[src/hdl/tcm_defs.svh]
// Constants for the timer capture and counter-clear control block
`ifndef TCM_DEFS_SVH
`define TCM_DEFS_SVH

`define TCM_DATA_W 32
`define TCM_ADDR_W 8
`define TCM_CNT_W 16

`define TCM_OFF_MODE 8'h00
`define TCM_OFF_CAP0 8'h04
`define TCM_OFF_CAP1 8'h08

`define TCM_MODE_LSB 8
`define TCM_MODE_MSB 10
`define TCM_RSV_BIT 7
`define TCM_SOFT_BIT 6

`define TCM_MODE_RESET 3'h0
`define TCM_MODE_OFF 3'h0
`define TCM_MODE_IN01_RISE 3'h1
`define TCM_MODE_IN0_BOTH 3'h2
`define TCM_MODE_FF_BOTH 3'h3
`define TCM_MODE_CLR_IN1 3'h4
`define TCM_MODE_CAP_CLR 3'h5

`define TCM_SEL_IN0 0
`define TCM_SEL_IN1 1
`define TCM_SEL_FF 2
`define TCM_SRC_N 3

`endif

[src/hdl/tcm_pkg.sv]
// Shared types of the timer capture and counter-clear control block
package tcm_pkg;
    // One sample of each edge source, also used for rise and fall strobes
    typedef struct packed {
        logic ff;
        logic in1;
        logic in0;
    } tcm_src_t;
endpackage

[src/hdl/tcm_capture_ctrl.sv]
// Capture and counter-clear timing control of one timer channel
//
// The plain strobed port and the register addresses were chosen for this implementation.
`timescale 1ns/1ps
`include "tcm_defs.svh"

// Contract
// - Mode zero idle; codes six, seven reserved
// - Mode one: in0 rise cap0, in1 rise cap1
// - Mode two: in0 rise cap0, fall cap1
// - Mode three: flip-flop rise cap0, fall cap1
// - Mode four: no capture, in1 rise clears
// - Mode five: in0 rise cap0, in1 clears
// - Capture takes pre-clear count
// - Writing zero soft bit captures into cap0
// - Soft bit write-only, reads one
module tcm_capture_ctrl
    import tcm_pkg::*;
#(
    parameter int CNT_W = `TCM_CNT_W
) (
    input wire logic CLK,
    input wire logic RESET,
    input wire logic [`TCM_ADDR_W-1:0] ADDR,
    input wire logic [`TCM_DATA_W-1:0] WDATA,
    input wire logic WR,
    input wire logic RD,
    output logic [`TCM_DATA_W-1:0] RDATA,
    input wire logic EDGE_INPUT_ZERO,
    input wire logic EDGE_INPUT_ONE,
    input wire logic TIMER_FLIP_FLOP_OUT,
    input wire logic [CNT_W-1:0] UP_COUNT,
    output logic COUNTER_CLEAR,
    output logic CAPTURE_ZERO_STROBE,
    output logic CAPTURE_ONE_STROBE,
    output logic [CNT_W-1:0] CAPTURE_REG_ZERO,
    output logic [CNT_W-1:0] CAPTURE_REG_ONE
);
    typedef struct packed {
        logic [2:0] capture_mode_select;
        logic rsv;
        logic [CNT_W-1:0] capture_reg_zero;
        logic [CNT_W-1:0] capture_reg_one;
        logic [`TCM_DATA_W-1:0] rdata;
    } tcm_state_t;

    tcm_state_t state;
    tcm_state_t next_state;
    tcm_src_t src;
    tcm_src_t rise;
    tcm_src_t fall;
    logic cap0_ev;
    logic cap1_ev;
    logic clr_ev;
    logic mode_wr;
    logic soft_capture_trigger;
    logic [`TCM_DATA_W-1:0] mode_rd;

    // ****************************************
    // Edge detection
    // ****************************************
    assign src.in0 = EDGE_INPUT_ZERO;
    assign src.in1 = EDGE_INPUT_ONE;
    assign src.ff = TIMER_FLIP_FLOP_OUT;

    tcm_edge_detect #(
        .N(`TCM_SRC_N)
    ) u_edge (
        .clk(CLK),
        .reset(RESET),
        .sample(src),
        .rise(rise),
        .fall(fall)
    );

    // ****************************************
    // Event selection by mode
    // ****************************************
    always_comb begin
        cap0_ev = 1'b0;
        cap1_ev = 1'b0;
        clr_ev = 1'b0;
        case (state.capture_mode_select)
            `TCM_MODE_IN01_RISE: begin
                cap0_ev = rise.in0;
                cap1_ev = rise.in1;
            end
            `TCM_MODE_IN0_BOTH: begin
                cap0_ev = rise.in0;
                cap1_ev = fall.in0;
            end
            `TCM_MODE_FF_BOTH: begin
                cap0_ev = rise.ff;
                cap1_ev = fall.ff;
            end
            `TCM_MODE_CLR_IN1: begin
                clr_ev = rise.in1;
            end
            `TCM_MODE_CAP_CLR: begin
                cap0_ev = rise.in0;
                clr_ev = rise.in1;
            end
            // Off and the reserved codes do nothing
            default: begin
                cap0_ev = 1'b0;
            end
        endcase
    end

    // ****************************************
    // Register access
    // ****************************************
    assign mode_wr = WR && (ADDR == `TCM_OFF_MODE);
    assign soft_capture_trigger = mode_wr && !WDATA[`TCM_SOFT_BIT];

    always_comb begin
        mode_rd = '0;
        mode_rd[`TCM_MODE_MSB:`TCM_MODE_LSB] = state.capture_mode_select;
        mode_rd[`TCM_RSV_BIT] = state.rsv;
        mode_rd[`TCM_SOFT_BIT] = 1'b1;
    end

    always_comb begin
        next_state = state;
        if (mode_wr) begin
            next_state.capture_mode_select = WDATA[`TCM_MODE_MSB:`TCM_MODE_LSB];
            next_state.rsv = WDATA[`TCM_RSV_BIT];
        end
        // Counter clears on this same edge, so this is the pre-clear value
        if (cap0_ev || soft_capture_trigger) begin
            next_state.capture_reg_zero = UP_COUNT;
        end
        if (cap1_ev) begin
            next_state.capture_reg_one = UP_COUNT;
        end
        // Read data valid only in the cycle after the strobe
        next_state.rdata = '0;
        if (RD) begin
            if (ADDR == `TCM_OFF_MODE) begin
                next_state.rdata = mode_rd;
            end else if (ADDR == `TCM_OFF_CAP0) begin
                next_state.rdata = {{(`TCM_DATA_W-CNT_W){1'b0}}, state.capture_reg_zero};
            end else if (ADDR == `TCM_OFF_CAP1) begin
                next_state.rdata = {{(`TCM_DATA_W-CNT_W){1'b0}}, state.capture_reg_one};
            end else begin
                next_state.rdata = '0;
            end
        end
    end

    always_ff @(posedge CLK or posedge RESET) begin
        if (RESET) begin
            state <= '0;
        end else begin
            state <= next_state;
        end
    end

    // ****************************************
    // Outputs
    // ****************************************
    // Clear is combinational so the counter resets on the capture edge
    assign COUNTER_CLEAR = clr_ev;
    assign CAPTURE_ZERO_STROBE = cap0_ev || soft_capture_trigger;
    assign CAPTURE_ONE_STROBE = cap1_ev;
    assign CAPTURE_REG_ZERO = state.capture_reg_zero;
    assign CAPTURE_REG_ONE = state.capture_reg_one;
    assign RDATA = state.rdata;
endmodule

[src/hdl/tcm_edge_detect.sv]
// Synchronous rise and fall detector for the capture edge sources
`timescale 1ns/1ps
`include "tcm_defs.svh"

module tcm_edge_detect
    import tcm_pkg::*;
#(
    parameter int N = `TCM_SRC_N
) (
    input wire logic clk,
    input wire logic reset,
    input wire logic [N-1:0] sample,
    output logic [N-1:0] rise,
    output logic [N-1:0] fall
);
    typedef struct packed {
        logic armed;
        logic [N-1:0] prev;
    } tcm_edge_state_t;

    tcm_edge_state_t state;
    tcm_edge_state_t next_state;

    // ****************************************
    // Edge strobes
    // ****************************************
    // First cycle after reset only samples, so a pin already high is no edge
    genvar i;
    generate
        for (i = 0; i < N; i++) begin : g_bit
            assign rise[i] = state.armed & sample[i] & ~state.prev[i];
            assign fall[i] = state.armed & ~sample[i] & state.prev[i];
        end
    endgenerate

    always_comb begin
        next_state = state;
        next_state.armed = 1'b1;
        next_state.prev = sample;
    end

    always_ff @(posedge clk or posedge reset) begin
        if (reset) begin
            state <= '0;
        end else begin
            state <= next_state;
        end
    end
endmodule

[config.mk]
export PLATFORM = sky130hd
export DESIGN_NAME = tcm_capture_ctrl
export DESIGN_NICKNAME = d
export VERILOG_FILES = /design/src/hdl/tcm_pkg.sv /design/src/hdl/tcm_capture_ctrl.sv /design/src/hdl/tcm_edge_detect.sv
export VERILOG_INCLUDE_DIRS = /design/src /design/src/hdl
export SDC_FILE = /design/constraint.sdc
export NUM_CORES = 1
export LEC_CHECK = 0
export BUFFER_PORTS_ARGS = -buffer_cell sky130_fd_sc_hd__buf_2
export CORE_ASPECT_RATIO = 0.5
export CORE_UTILIZATION = 45
export DETAILED_ROUTE_END_ITERATION = 10
export PLACE_DENSITY = 0.88
export SYNTH_ARGS = -nofsm -noshare
export SYNTH_HDL_FRONTEND = slang
export SYNTH_SLANG_ARGS = --single-unit
[constraint.sdc]
create_clock -name CLK -period 2.5 [get_ports CLK]
set_clock_uncertainty 0.2 [all_clocks]
set_input_delay 0.25 -clock CLK [delete_from_list [all_inputs] [get_ports CLK]]
set_output_delay 0.25 -clock CLK [all_outputs]
set_load 0.05 [all_outputs]
# --- Yosys cells after proc, flatten, opt, wreduce, memory -nomap -nowiden ---
# Cells that the tools add are included.
# W data, S select, Z words.
word_totals:
  register_bits: 72
  in_bits: 63
  out_inout_bits: 67
  wordCells: 43
op_classes:
  eq_ne: 7
  n_mux: 7
  n_bitwise: 15
  reduce_logical: 7
ops:
  columns: ["op", "count"]
  rows:
  - ["$mux W16", 4]
  - ["$and A1 B1 Y1", 10]
  - ["$eq A8 B3 Y1 const B", 1]
  - ["$eq A8 B4 Y1 const B", 1]
  - ["$logic_not A8 Y1", 1]
  - ["$eq A3 B2 Y1 const B", 2]
  - ["$eq A3 B3 Y1 const B", 2]
  - ["$not A1 Y1", 5]
  - ["$eq A3 B1 Y1 const B", 1]
  - ["$pmux W1 S3", 1]
  - ["$reduce_or A3 Y1", 1]
  - ["$logic_and A1 B1 Y1", 2]
  - ["$pmux W1 S2", 1]
  - ["$reduce_or A2 Y1", 1]
  - ["$logic_not A1 Y1", 1]
  - ["$logic_or A1 B1 Y1", 1]
  - ["$mux W1", 1]

# --- Logic depth before layout (Yosys ltp) ---
# Gate-level depths: netlist of run 1.
depth:
  ltp_word: 5
  ltp_mapped: 5

# --- Cells and area by module ---
# A second synthesis of run 1 with hierarchy kept.
unflattened:
  hier_cells: 184
  area_unflattened_um2: 2463.6
by_module_without_submodules:
  columns: ["mod", "instances", "cells_each", "area_each_um2"]
  rows:
  - ["tcm_capture_ctrl", 1, 172, 2303.5]
  - ["tcm_edge_detect", 1, 12, 160.2]

# --- Worst setup path before layout of run 1 ---
# OpenSTA, ideal clock, no wires.
synth_timing:
  kind: "reg2reg"
  from: "register state (netlist bit mode_rd[8])"
  to: "register state (netlist bit CAPTURE_REG_ONE[0])"
  t_arrival_ps: 1598
  slack_ps: 577
  path_stages_with_launch: 6
  cell_sequence: "dfrtp_1 > nor3b_1 > o21ai_1 > a21oi_4 > buf_4 > mux2_2"
synth_via:
  elab_chain_cells: 2
synth_rtl:
  columns: ["element", "line_no", "text"]
  rows:
  - ["start, declared", "tcm_capture_ctrl.sv:47", "tcm_state_t state;"]
  - ["start signal, assigned", "tcm_capture_ctrl.sv:155", "state <= next_state;"]
  - ["$eq A3 B2 Y1 or $eq A3 B1 Y1 (tied branches)", "tcm_capture_ctrl.sv:83", "case (state.capture_mode_select)"]
  - ["$pmux W1 S3 *", "tcm_capture_ctrl.sv:83", null]
  - ["via CAPTURE_ONE_STROBE", "tcm_capture_ctrl.sv:35", "output logic CAPTURE_ONE_STROBE,"]
# Mark *: on every way through the listed nets, which the timed path passes. The rest lies on a longest branch.
# A chain may end at the register's enable or synchronous reset.

# --- Final worst setup path of run 1 ---
layout_timing:
  from: "input port TIMER_FLIP_FLOP_OUT"
  to: "output port CAPTURE_ZERO_STROBE"
layout_via:
  elab_chain_cells: 4
layout_rtl:
  columns: ["element", "line_no", "text"]
  rows:
  - ["start, declared", "tcm_capture_ctrl.sv:31", "input wire logic TIMER_FLIP_FLOP_OUT,"]
  - ["$and A1 B1 Y1 (2 in series)", "tcm_edge_detect.sv:31", "assign rise[i] = state.armed & sample[i] & ~state.prev[i];"]
  - ["$pmux W1 S2", "tcm_capture_ctrl.sv:83", null]
  - ["$logic_or A1 B1 Y1", "tcm_capture_ctrl.sv:164", "assign CAPTURE_ZERO_STROBE = cap0_ev || soft_capture_trigger;"]
  - ["end, declared", "tcm_capture_ctrl.sv:34", "output logic CAPTURE_ZERO_STROBE,"]
# Every way passes these cells.

==> summary.json, run 1 <==
{
  "clocking": {
    "h-tree-depth": 2,
    "cts_max_path_buffers": 2,
    "cts.sinks": 56,
    "clk_latency_ps": 320,
    "cts_buffers": 5,
    "tritoncts": "yes",
    "cts_root_buffer": "clkbuf_8",
    "cts.clk_slew.worst_paths_ps": 90
  },
  "floorplan": {
    "fp.dieW_um": 106,
    "design.core.area_um2": 5070,
    "fp-row-count": 18,
    "start_util_pct": 48.3,
    "die_y_um": 54.1,
    "i_o_pin_count": 130,
    "design.die.area_um2": 5750
  },
  "worst_setup_path": {
    "critical_path_class": "primary input to output port",
    "r2r-end": "CAPTURE_REG_ONE[14]",
    "worstRegToRegCells": 6,
    "r2r_setup_slack_ps": 330,
    "startpoint_of_the_most_critical_register_to_register_path": "mode_rd[8]",
    "required_ps": 2050,
    "critical_path.endpoint_type": "output port",
    "critical_path.startpoint": "TIMER_FLIP_FLOP_OUT",
    "critical_path_arrival_ps": 1890,
    "startpoint_type": "primary input",
    "critPathMaxFanout": 14
  },
  "sta": {
    "finalHoldViolations": 0,
    "finalCritPeriodShare_pct": 93.7,
    "setup_ws_ps": 157,
    "rsz0062_at_grt": "no",
    "fmax_mhz": 427,
    "fin_crit_ps": 2340,
    "setup-violations-final": 0,
    "report.final.slew_viol_count": 0,
    "slew_headroom_pct": 39.1,
    "worst_max_slew_pin_slew_ps": 912,
    "setup-tns-final_ps": 0
  },
  "cells_and_area": {
    "area_growth_synth_to_finish_pct": 35.4,
    "drive_above_1_share_pct": 48.2,
    "layoutNonFillerInstCount": 375,
    "antenna-diode-count": 0,
    "postLayoutCoreUtil_pct": 65.4,
    "final_net_count": 367
  },
  "synthesis": {
    "synth-warning-count": 0,
    "yosys-top-cells-area": "dfrtp_1 (57%), mux2_2 (12%), mux2_4 (5.5%)",
    "post_synth_instance_area_um2": 2450,
    "synth_seq_cells": 56,
    "yosys.area.top_type_share_pct": 57.3,
    "synth.avg_cell_area_um2": 13.4,
    "post-synth-top-count-cell": "dfrtp_1",
    "yosys_most_used_dff": "dfrtp_1",
    "synth-seq-area-share_pct": 57.3,
    "commonest_cells_post_synth": "dfrtp_1 (56), mux2_2 (26), nor2_1 (23), buf_4 (17), a22oi_1 (11)",
    "share_of_flip_flops_with_an_asynchronous_set_or_reset_after_synthesis_pct": 100,
    "cell_type_with_the_highest_aggregate_area_in_the_netlist": "dfrtp_1",
    "post_synth_num_cell_types": 29,
    "synth-edff-count": 0,
    "syn_inst": 182
  },
  "pwr": {
    "vdd_drop_max_uv": 433,
    "pwr_density_cell_nw_per_um2": 770,
    "power_leakage_nw": 1.75
  },
  "route": {
    "ant_nets": 0,
    "total_number_of_vias": 1892,
    "first_iter_violations": 125,
    "drt_first_pass_iters": 4,
    "post-route-drc-count": 0,
    "routedWlPerCell_um": 16.6,
    "routed_via_density": 5.05,
    "drt_wl_total_um": 6220
  },
  "worst_hold_path": {
    "min-delay-start": "ADDR[3]",
    "hold_depth": 2,
    "worst_min_delay_path_endpoint": "RDATA[10]",
    "min_path_type": "primary input to register"
  },
  "place": {
    "place_congestion": 0.728,
    "port-buffer-count": 86,
    "post-place-cells": 338,
    "preCtsSetupSlack_ps": 329,
    "dp.final_hpwl_um": 3980
  },
  "global_routing": {
    "antenna_found_initial": 0,
    "globalRouteTotalUtil_pct": 21.4,
    "globalRouteOverflowTotal": 0,
    "global_route_wire_length_before_repair_um": 8940,
    "largest_net_degree_at_the_start_of_global_routing": 24,
    "grt_pass1_vias": 1809
  },
  "status": {
    "outcome": "completed"
  },
  "run": {
    "drv_cap": 0
  }
}
==> where the power goes <==
group,internal (mW),switching (mW)
logic,0.230,0.564
clock network,0.354,0.298
registers,1.01,0.0931
total,1.59,0.955
==> through the flow <==
step / area (um2) / hold slack [ps] / total power [mW]
CTS: 3270 / 70.9 / 2.53
finish: 3310 / 84.4 / 2.55
global route: 3310 / 89.3 / 2.64
global placement: 2910 / 0.151 / 1.85
detailed placement: 2910 / 5.85 / 1.87
floorplan: 2500 / 81.4 / 1.69
==> metal layers <==
| metal | GRT usage, % | share of wire, % | vias up |
|---|---|---|---|
| met4 | 6.25 | 1.4 | 0 |
| met3 | 6.05 | 4.8 | 10 |
| met1 | 24.6 | 41 | 971 |
| li1 | - | - | 845 |
| met2 | 40.4 | 53 | 66 |
| met5 | 0 | 0 | - |
==> flip-flops by register name (all words and copies together), names as in the netlist <==
register,cells
CAPTURE_REG_ZERO,16
mode_rd,4
u_edge.state,4
CAPTURE_REG_ONE,16
RDATA,16
==> logic make-up (layout without fill, tap and decap cells) <==
kind of cell,Yosys count,in the layout,synth area share (%)
compound gates,21,21,7.57
buf+inv,25,133,7.16
flops,56,56,57.3
mux,36,36,18.0
other cells,2,17,0.307
simple gates,42,42,9.72
==> cell usage in the layout (no fill, tap or decap), drive strengths merged, types with 2 or more instances in the layout <==
| cell | instances |
|---|---|
| a2111oi | 4 |
| a21oi | 3 |
| a22oi | 11 |
| buf | 97 |
| clkbuf | 7 |
| conb | 17 |
| dfrtp | 56 |
| dlygate4sd3 | 24 |
| inv | 3 |
| mux2 | 36 |
| nand2 | 5 |
| nand3 | 3 |
| nand4b | 2 |
| nor2 | 23 |
| nor2b | 2 |
| nor3b | 2 |
| nor4 | 2 |
==> timing repair <==
item / in CTS / in global routing
hold buffers: 24 / 0
setup endpoints to repair: 0 / 2
setup buffers: 0 / 5
gates resized for setup: 0 / 2
hold endpoints to repair: 50 / 0
==> final cells by class <==
| type | instances | area, um2 |
|---|---|---|
| clock buffer | 7 | 96.3 |
| clock inverter | 1 | 30.0 |
| fill | 349 | 1760 |
| inverter | 4 | 15.0 |
| multi-input combinational | 116 | 926 |
| sequential | 56 | 1400 |
| tap | 70 | 87.6 |
| timing repair buffer | 121 | 756 |
==> worst max-delay path by stage <==
stage                     slack [ps]                    to  depth (start not counted)
after floorplan                  580    CAPTURE_REG_ONE[0]                          5
after global placement           320  CAPTURE_REG_ZERO[14]                          6
after detailed placement         330   CAPTURE_REG_ZERO[0]                          6
after CTS                         80   CAPTURE_ZERO_STROBE                          3
after global routing              40   CAPTURE_ZERO_STROBE                          4
final                            160   CAPTURE_ZERO_STROBE                          5
==> worst max-delay path, cell delays in order <==
cell and delay [ps]:
dlygate4sd3_1 510, buf_2 120, nand4b_1 140, o211ai_4 560, buf_4 310
No activity file was read; power rests on OpenSTA's default activity.
==> inputs of run 2 (changes only) <==
--- a/config.mk
+++ b/config.mk
@@ -8,9 +8,11 @@
 export LEC_CHECK = 0
 export BUFFER_PORTS_ARGS = -buffer_cell sky130_fd_sc_hd__buf_2
 export CORE_ASPECT_RATIO = 0.5
-export CORE_UTILIZATION = 45
+export CORE_UTILIZATION = 48
 export DETAILED_ROUTE_END_ITERATION = 10
-export PLACE_DENSITY = 0.88
+export HOLD_SLACK_MARGIN = 0.15
+export MAX_ROUTING_LAYER = met4
+export PLACE_DENSITY = 0.93
 export SYNTH_ARGS = -nofsm -noshare
 export SYNTH_HDL_FRONTEND = slang
 export SYNTH_SLANG_ARGS = --single-unit
==> constraint.sdc (replaced) <==
create_clock -name CLK -period 2.75 [get_ports CLK]
set_clock_uncertainty 0.2 [all_clocks]
set_input_delay 0.275 -clock CLK [delete_from_list [all_inputs] [get_ports CLK]]
set_output_delay 0.275 -clock CLK [all_outputs]
set_load 0.05 [all_outputs]
==> run 2 against run 1 <==
Net effect:
- combinational power shrank 9.2%
- non-clock buffer count is 1 higher
- register-to-register slack improved by 280 ps
- total power decreased by 11%
- hold slack gained 110 ps
- critical path depth up 1
- worst setup slack lost 66 ps
- final area fell by 0.38%
- core utilization grew 5.8 points
- largest cell class unchanged
- highest routed layer unchanged
==> summary.json, run 2 (synthesis gave the netlist of run 1 again) <==
{
  "cells_and_area": {
    "num-fill-cells": 316,
    "area_growth_synth_to_finish_pct": 34.9,
    "finalInstanceArea_um2": 3300,
    "antenna-diode-count": 0,
    "most_frequent_cells_in_the_layout": "buf_2 (86), dfrtp_1 (56), mux2_2 (26), dlygate4sd3_1 (25), nor2_1 (23)",
    "drive_above_1_share_pct": 48.0,
    "layout_commonest_cell": "buf_2",
    "final_net_count": 368
  },
  "clocking": {
    "clk_latency_ps": 330,
    "cts.sinks": 56,
    "tritoncts": "yes",
    "cts_buffers": 5,
    "cts_max_path_buffers": 2,
    "cts.clk_slew.worst_paths_ps": 100,
    "postCtsResizedCells": 0,
    "h-tree-depth": 2,
    "cts_root_buffer": "clkbuf_8"
  },
  "sta": {
    "setup-violations-final": 0,
    "fmax_mhz": 376,
    "slew_headroom_pct": 37.4,
    "setup_ws_ps": 90.8,
    "fin_crit_ps": 2660,
    "finalCritPeriodShare_pct": 96.7,
    "rsz0062_at_grt": "no",
    "worst_max_slew_pin_slew_ps": 937,
    "finalHoldViolations": 0,
    "report.final.slew_viol_count": 0,
    "whs_ps": 192,
    "setup-tns-final_ps": 0
  },
  "global_routing": {
    "grt_pass1_vias": 1873,
    "globalRouteOverflowTotal": 0,
    "antenna_found_initial": 0,
    "largest_net_degree_at_the_start_of_global_routing": 57,
    "globalRouteTotalUtil_pct": 23.7,
    "global_route_wire_length_before_repair_um": 9010
  },
  "worst_setup_path": {
    "cp.buffers_inverters": 3,
    "critPathMaxFanout": 9,
    "startpoint_type": "primary input",
    "worst_path_dominant_cell_family": "buffers and inverters",
    "crit_top_cell": "buf_2",
    "worst_path_largest_cell_delay_ps": 540,
    "required_ps": 2280,
    "timing.critical_path.slowest_stage_cell": "dlygate4sd3_1",
    "critical_path.endpoint_type": "output port",
    "critical_path_class": "primary input to output port",
    "critical_path_arrival_ps": 2180,
    "critical_path.cell_chain": "dlygate4sd3_1, buf_2, nor4_4, nand4b_2, o211ai_4, buf_2"
  },
  "floorplan": {
    "fp.dieW_um": 103,
    "start_util_pct": 52.8,
    "design.core.area_um2": 4640,
    "die_y_um": 52.5,
    "fp-row-count": 17,
    "i_o_pin_count": 130,
    "design.die.area_um2": 5400
  },
  "pwr": {
    "post_route_total_power_mw": 2.27,
    "power_leakage_nw": 1.74,
    "vdd_drop_max_uv": 312,
    "pwr_density_cell_nw_per_um2": 689
  },
  "place": {
    "port-buffer-count": 86,
    "place_congestion": 0.748,
    "preCtsSetupSlack_ps": 502,
    "post_dp_cell_area_um2": 2890,
    "dp.final_hpwl_um": 3810
  },
  "status": {
    "outcome": "completed"
  },
  "route": {
    "drt_wl_total_um": 6090,
    "first_iter_violations": 151,
    "post-route-drc-count": 0,
    "routed_via_density": 5.20,
    "drt_first_pass_iters": 5,
    "routedWlPerCell_um": 16.4,
    "total_number_of_vias": 1933,
    "ant_nets": 0
  },
  "run": {
    "drv_cap": 0
  },
  "worst_hold_path": {
    "min_path_type": "primary input to register"
  }
}
-- run 2: changes by cell type in the layout (fill, tap and decap cells not counted), sizes merged --
cell	change
clkbuf	-2
clkinv	+1
clkinvlp	+1
dlygate4sd3	+1
-- run 2: final timing paths --
check | from | end | slack, ps | cells after the start
setup reg to reg | mode_rd[9] | CAPTURE_REG_ZERO[7] | 610 | 5
max in group asynchronous | RESET | mode_rd[9] | 1430 | 4
setup / recovery | ADDR[3] | CAPTURE_ZERO_STROBE | 90 | 6
min in group asynchronous | RESET | CAPTURE_REG_ZERO[11] | 480 | 4
hold / removal | ADDR[2] | RDATA[6] | 190 | 4
hold reg to reg | mode_rd[7] | mode_rd[7] | 330 | 1
-- run 2: layout make-up --
| type | count | area (um2) | area share, % |
|---|---|---|---|
| clock buffer | 5 | 68.8 | 2.09 |
| clock inverter | 3 | 42.5 | 1.29 |
| inverter | 4 | 15.0 | 0.455 |
| multi-input combinational | 116 | 926 | 28.1 |
| sequential | 56 | 1400 | 42.5 |
| tap | 66 | 82.6 | 2.50 |
| timing repair buffer | 122 | 763 | 23.1 |
-- run 2: power breakdown --
part	switching [mW]	internal [mW]
combinational	0.512	0.209
sequential	0.0841	0.919
clock	0.278	0.270
total	0.874	1.40
-- run 2: worst reg2reg max path, cell delays in order, from the launching register on --
cell	delay, ps
dfrtp_1	470
nor3b_1	300
o2111ai_2	190
o211ai_4	220
buf_4	290
mux2_2	360
-- run 2: repair_timing --
item                                    in CTS  in global routing
hold buffers                                25                  0
endpoints found under the hold margin       99                  0
setup buffers                                0                  7
endpoints found under the setup margin       0                  1
-- run 2: per-layer routing --
layer | track usage, % | vias to the layer above | wire [um]
li1 | - | 856 | -
met1 | 28.5 | 961 | 2470
met2 | 39.9 | 103 | 3050
met3 | 5.20 | 13 | 449
met4 | 9.62 | 0 | 117
met5 | - | - | 0
-- run 2: stage by stage --
| stage | util, % | instances |
|---|---|---|
| floorplan | - | 197 |
| global placement | 62.2 | 332 |
| detailed placement | 62.2 | 332 |
| CTS | 70.0 | 365 |
| global route | 71.2 | 372 |
| finish | 71.2 | 372 |
==> inputs of run 3 (changes only) <==
--- a/config.mk
+++ b/config.mk
@@ -6,9 +6,10 @@
 export SDC_FILE = /design/constraint.sdc
 export NUM_CORES = 1
 export LEC_CHECK = 0
-export BUFFER_PORTS_ARGS = -buffer_cell sky130_fd_sc_hd__buf_2
+export ABC_AREA = 1
+export BUFFER_PORTS_ARGS = -buffer_cell sky130_fd_sc_hd__buf_4
 export CORE_ASPECT_RATIO = 0.5
-export CORE_UTILIZATION = 48
+export CORE_UTILIZATION = 49
 export DETAILED_ROUTE_END_ITERATION = 10
 export HOLD_SLACK_MARGIN = 0.15
 export MAX_ROUTING_LAYER = met4
==> run 3 against run 2 <==
Net effect:
- cell count up 30%
- fmax up 1.4%
- first-iteration DRC count rose by 66%
- total power fell by 8.3%
- flip-flop and latch count is the same
- routed wire length rose by 28%
- die area up 4.2%
- clock power shrank 17%
- count of clock-buffer cells in the layout did not move
- worst setup slack improved by 38 ps
- final area is 9.2% higher
- synthesized cell count up 64%
- critical path type unchanged
==> summary.json, run 3 <==
{
  "status": {
    "outcome": "completed"
  },
  "pwr": {
    "cell_internal_pwr_mw": 1.28,
    "switching_power_mw": 0.809,
    "pwr_density_cell_nw_per_um2": 578,
    "swShare_pct": 38.8,
    "pwr-share-clk_pct": 21.7,
    "pwr-share-comb_pct": 31.2,
    "vdd_drop_max_uv": 311,
    "seq_power_share_pct": 47.0,
    "power_leakage_nw": 1.93
  },
  "cells_and_area": {
    "multi_input_area_um2": 1010,
    "final-seq-area_um2": 1400,
    "layout_commonest_cell": "buf_4",
    "layoutNonFillerInstCount": 483,
    "area_growth_synth_to_finish_pct": 38.3,
    "final_net_count": 475,
    "drive_above_1_share_pct": 27.4,
    "most_frequent_cells_in_the_layout": "buf_4 (92), nand2_1 (85), nand3_1 (63), dfrtp_1 (56), dlygate4sd3_1 (26)",
    "num-fill-cells": 343,
    "antenna-diode-count": 0
  },
  "synthesis": {
    "yosys.area.top_type_share_pct": 53.8,
    "synth-edff-count": 0,
    "commonest_cells_post_synth": "nand2_1 (85), nand3_1 (63), dfrtp_1 (56), a21oi_1 (19), buf_4 (19)",
    "yosys-top-cells-area": "dfrtp_1 (54%), nand2_1 (12%), nand3_1 (12%)",
    "synth-seq-area-share_pct": 53.8,
    "synth-warning-count": 0,
    "syn_inst": 299,
    "post-synth-top-count-cell": "nand2_1",
    "synth_seq_cells": 56,
    "synth.avg_cell_area_um2": 8.71,
    "yosys_most_used_dff": "dfrtp_1",
    "post_synth_num_cell_types": 24,
    "share_of_flip_flops_with_an_asynchronous_set_or_reset_after_synthesis_pct": 100,
    "post_synth_instance_area_um2": 2600,
    "cell_type_with_the_highest_aggregate_area_in_the_netlist": "dfrtp_1"
  },
  "global_routing": {
    "antenna_found_initial": 0,
    "globalRouteTotalUtil_pct": 29.1,
    "largest_net_degree_at_the_start_of_global_routing": 33,
    "grt_pass1_vias": 2380,
    "global_route_wire_length_before_repair_um": 11800,
    "globalRouteOverflowTotal": 0
  },
  "route": {
    "routed_via_density": 5.44,
    "routedWlPerCell_um": 16.2,
    "post-route-drc-count": 0,
    "drt_wl_total_um": 7810,
    "total_number_of_vias": 2627,
    "first_iter_violations": 250,
    "ant_nets": 0,
    "drt_first_pass_iters": 7
  },
  "clocking": {
    "clk_latency_ps": 320,
    "cts_buffers": 5,
    "cts_root_buffer": "clkbuf_8",
    "tritoncts": "yes",
    "cts.sinks": 56,
    "cts.clk_slew.worst_paths_ps": 100,
    "h-tree-depth": 2,
    "cts_max_path_buffers": 2
  },
  "sta": {
    "fin_crit_ps": 2620,
    "slew_headroom_pct": 47.8,
    "report.final.slew_viol_count": 0,
    "setup-violations-final": 0,
    "setup_ws_ps": 129,
    "worst_max_slew_pin_slew_ps": 783,
    "finalCritPeriodShare_pct": 95.3,
    "setup-tns-final_ps": 0,
    "fmax_mhz": 381,
    "rsz0062_at_grt": "no",
    "finalHoldViolations": 0
  },
  "floorplan": {
    "fp.dieW_um": 105,
    "fp-row-count": 18,
    "design.die.area_um2": 5630,
    "die_y_um": 53.6,
    "design.core.area_um2": 5020,
    "i_o_pin_count": 130,
    "start_util_pct": 51.9
  },
  "worst_setup_path": {
    "r2r-end": "CAPTURE_REG_ZERO[13]",
    "critical_path.endpoint_type": "output port",
    "critical_path_class": "primary input to output port",
    "critPathMaxFanout": 17,
    "critical_path.startpoint": "ADDR[3]",
    "required_ps": 2280,
    "worstRegToRegCells": 7,
    "startpoint_type": "primary input",
    "critical_path_arrival_ps": 2150,
    "r2r_setup_slack_ps": 800,
    "startpoint_of_the_most_critical_register_to_register_path": "mode_rd[9]"
  },
  "worst_hold_path": {
    "min_path_type": "primary input to register",
    "min-delay-start": "ADDR[2]",
    "hold_depth": 4,
    "worst_min_delay_path_endpoint": "RDATA[10]"
  },
  "place": {
    "post-place-cells": 449,
    "place_congestion": 0.811,
    "port-buffer-count": 86,
    "dp.final_hpwl_um": 4580,
    "preCtsSetupSlack_ps": 647
  },
  "run": {
    "drv_cap": 0
  }
}
==> run 3: cell types whose count changed in the layout (fill, tap and decap cells not counted), moves of 9 or more <==
cell | before | now
mux2_4 | 9 | 0
nand3_1 | 3 | 63
inv_1 | 2 | 13
buf_2 | 86 | 0
a21oi_1 | 2 | 19
mux2_2 | 26 | 0
buf_4 | 11 | 92
a22oi_1 | 11 | 0
nand2_1 | 5 | 85
==> run 3: metrics by stage <==
| step | utilization, % | hold WS, ps | instance area, um2 | total power [mW] |
|---|---|---|---|---|
| after floorplan | - | 106 | 2660 | 1.40 |
| after global placement | 64.6 | 0.977 | 3250 | 1.58 |
| after detailed placement | 64.6 | 5.84 | 3250 | 1.60 |
| after CTS | 71.5 | 188 | 3590 | 2.06 |
| after global routing | 71.7 | 194 | 3600 | 2.15 |
| final | 71.7 | 186 | 3600 | 2.08 |
==> run 3: cell type report <==
class / instances / share of cell area [%]
Sequential cell: 56 / 38.9
Multi-Input combinational cell: 214 / 28.1
Timing Repair Buffer: 118 / 26.4
Tap cell: 70 / 2.43
Clock buffer: 5 / 1.91
Inverter: 17 / 1.77
Clock inverter: 3 / 0.521
==> run 3: worst max-delay path by stage <==
stage	cells past startpoint	slack, ps	end
floorplan	1	310	COUNTER_CLEAR
global placement	7	690	CAPTURE_ZERO_STROBE
detailed placement	7	650	CAPTURE_ZERO_STROBE
CTS	8	120	CAPTURE_ZERO_STROBE
global route	8	50	CAPTURE_ZERO_STROBE
finish	8	130	CAPTURE_ZERO_STROBE
==> run 3: critical path: stages <==
cell	delay, ps
dlygate4sd3_1	550
buf_4	150
nor2_1	100
nand2_1	90
nor2_4	200
nand3_4	290
nand2_8	250
buf_4	220
==> run 3: repair_timing <==
| action | 4_1_cts | 5_1_grt |
|---|---|---|
| endpoints found under the setup margin | 0 | 1 |
| setup buffers | 0 | 0 |
| hold buffers | 26 | 0 |
| hold endpoints to repair | 101 | 0 |
| resized for setup | 0 | 1 |
==> run 3: routing by layer <==
metal,global-route usage (%),share of wire (%),vias to the layer above
met2,47.8,47,201
li1,-,-,1169
met1,34.8,38,1207
met5,-,0,-
met4,15.5,4.8,0
met3,6.90,11,50
==> run 3: cells by family (layout without fill, tap and decap cells) <==
group	Yosys count	after routing	synth area share [%]
buffers and inverters	44	143	9.89
flip-flops	56	56	53.8
AND/OR/NAND/NOR	172	172	30.3
other	2	17	0.288
AO/OA/AOI/OAI	25	25	5.76
==> run 3: power by group through the flow <==
stage	logic (mW)	clock network, mW	registers [mW]
floorplan	0.174	0	1.23
global placement	0.597	0	0.986
detailed placement	0.608	0	0.987
CTS	0.640	0.446	0.972
global route	0.682	0.483	0.987
finish	0.650	0.453	0.980
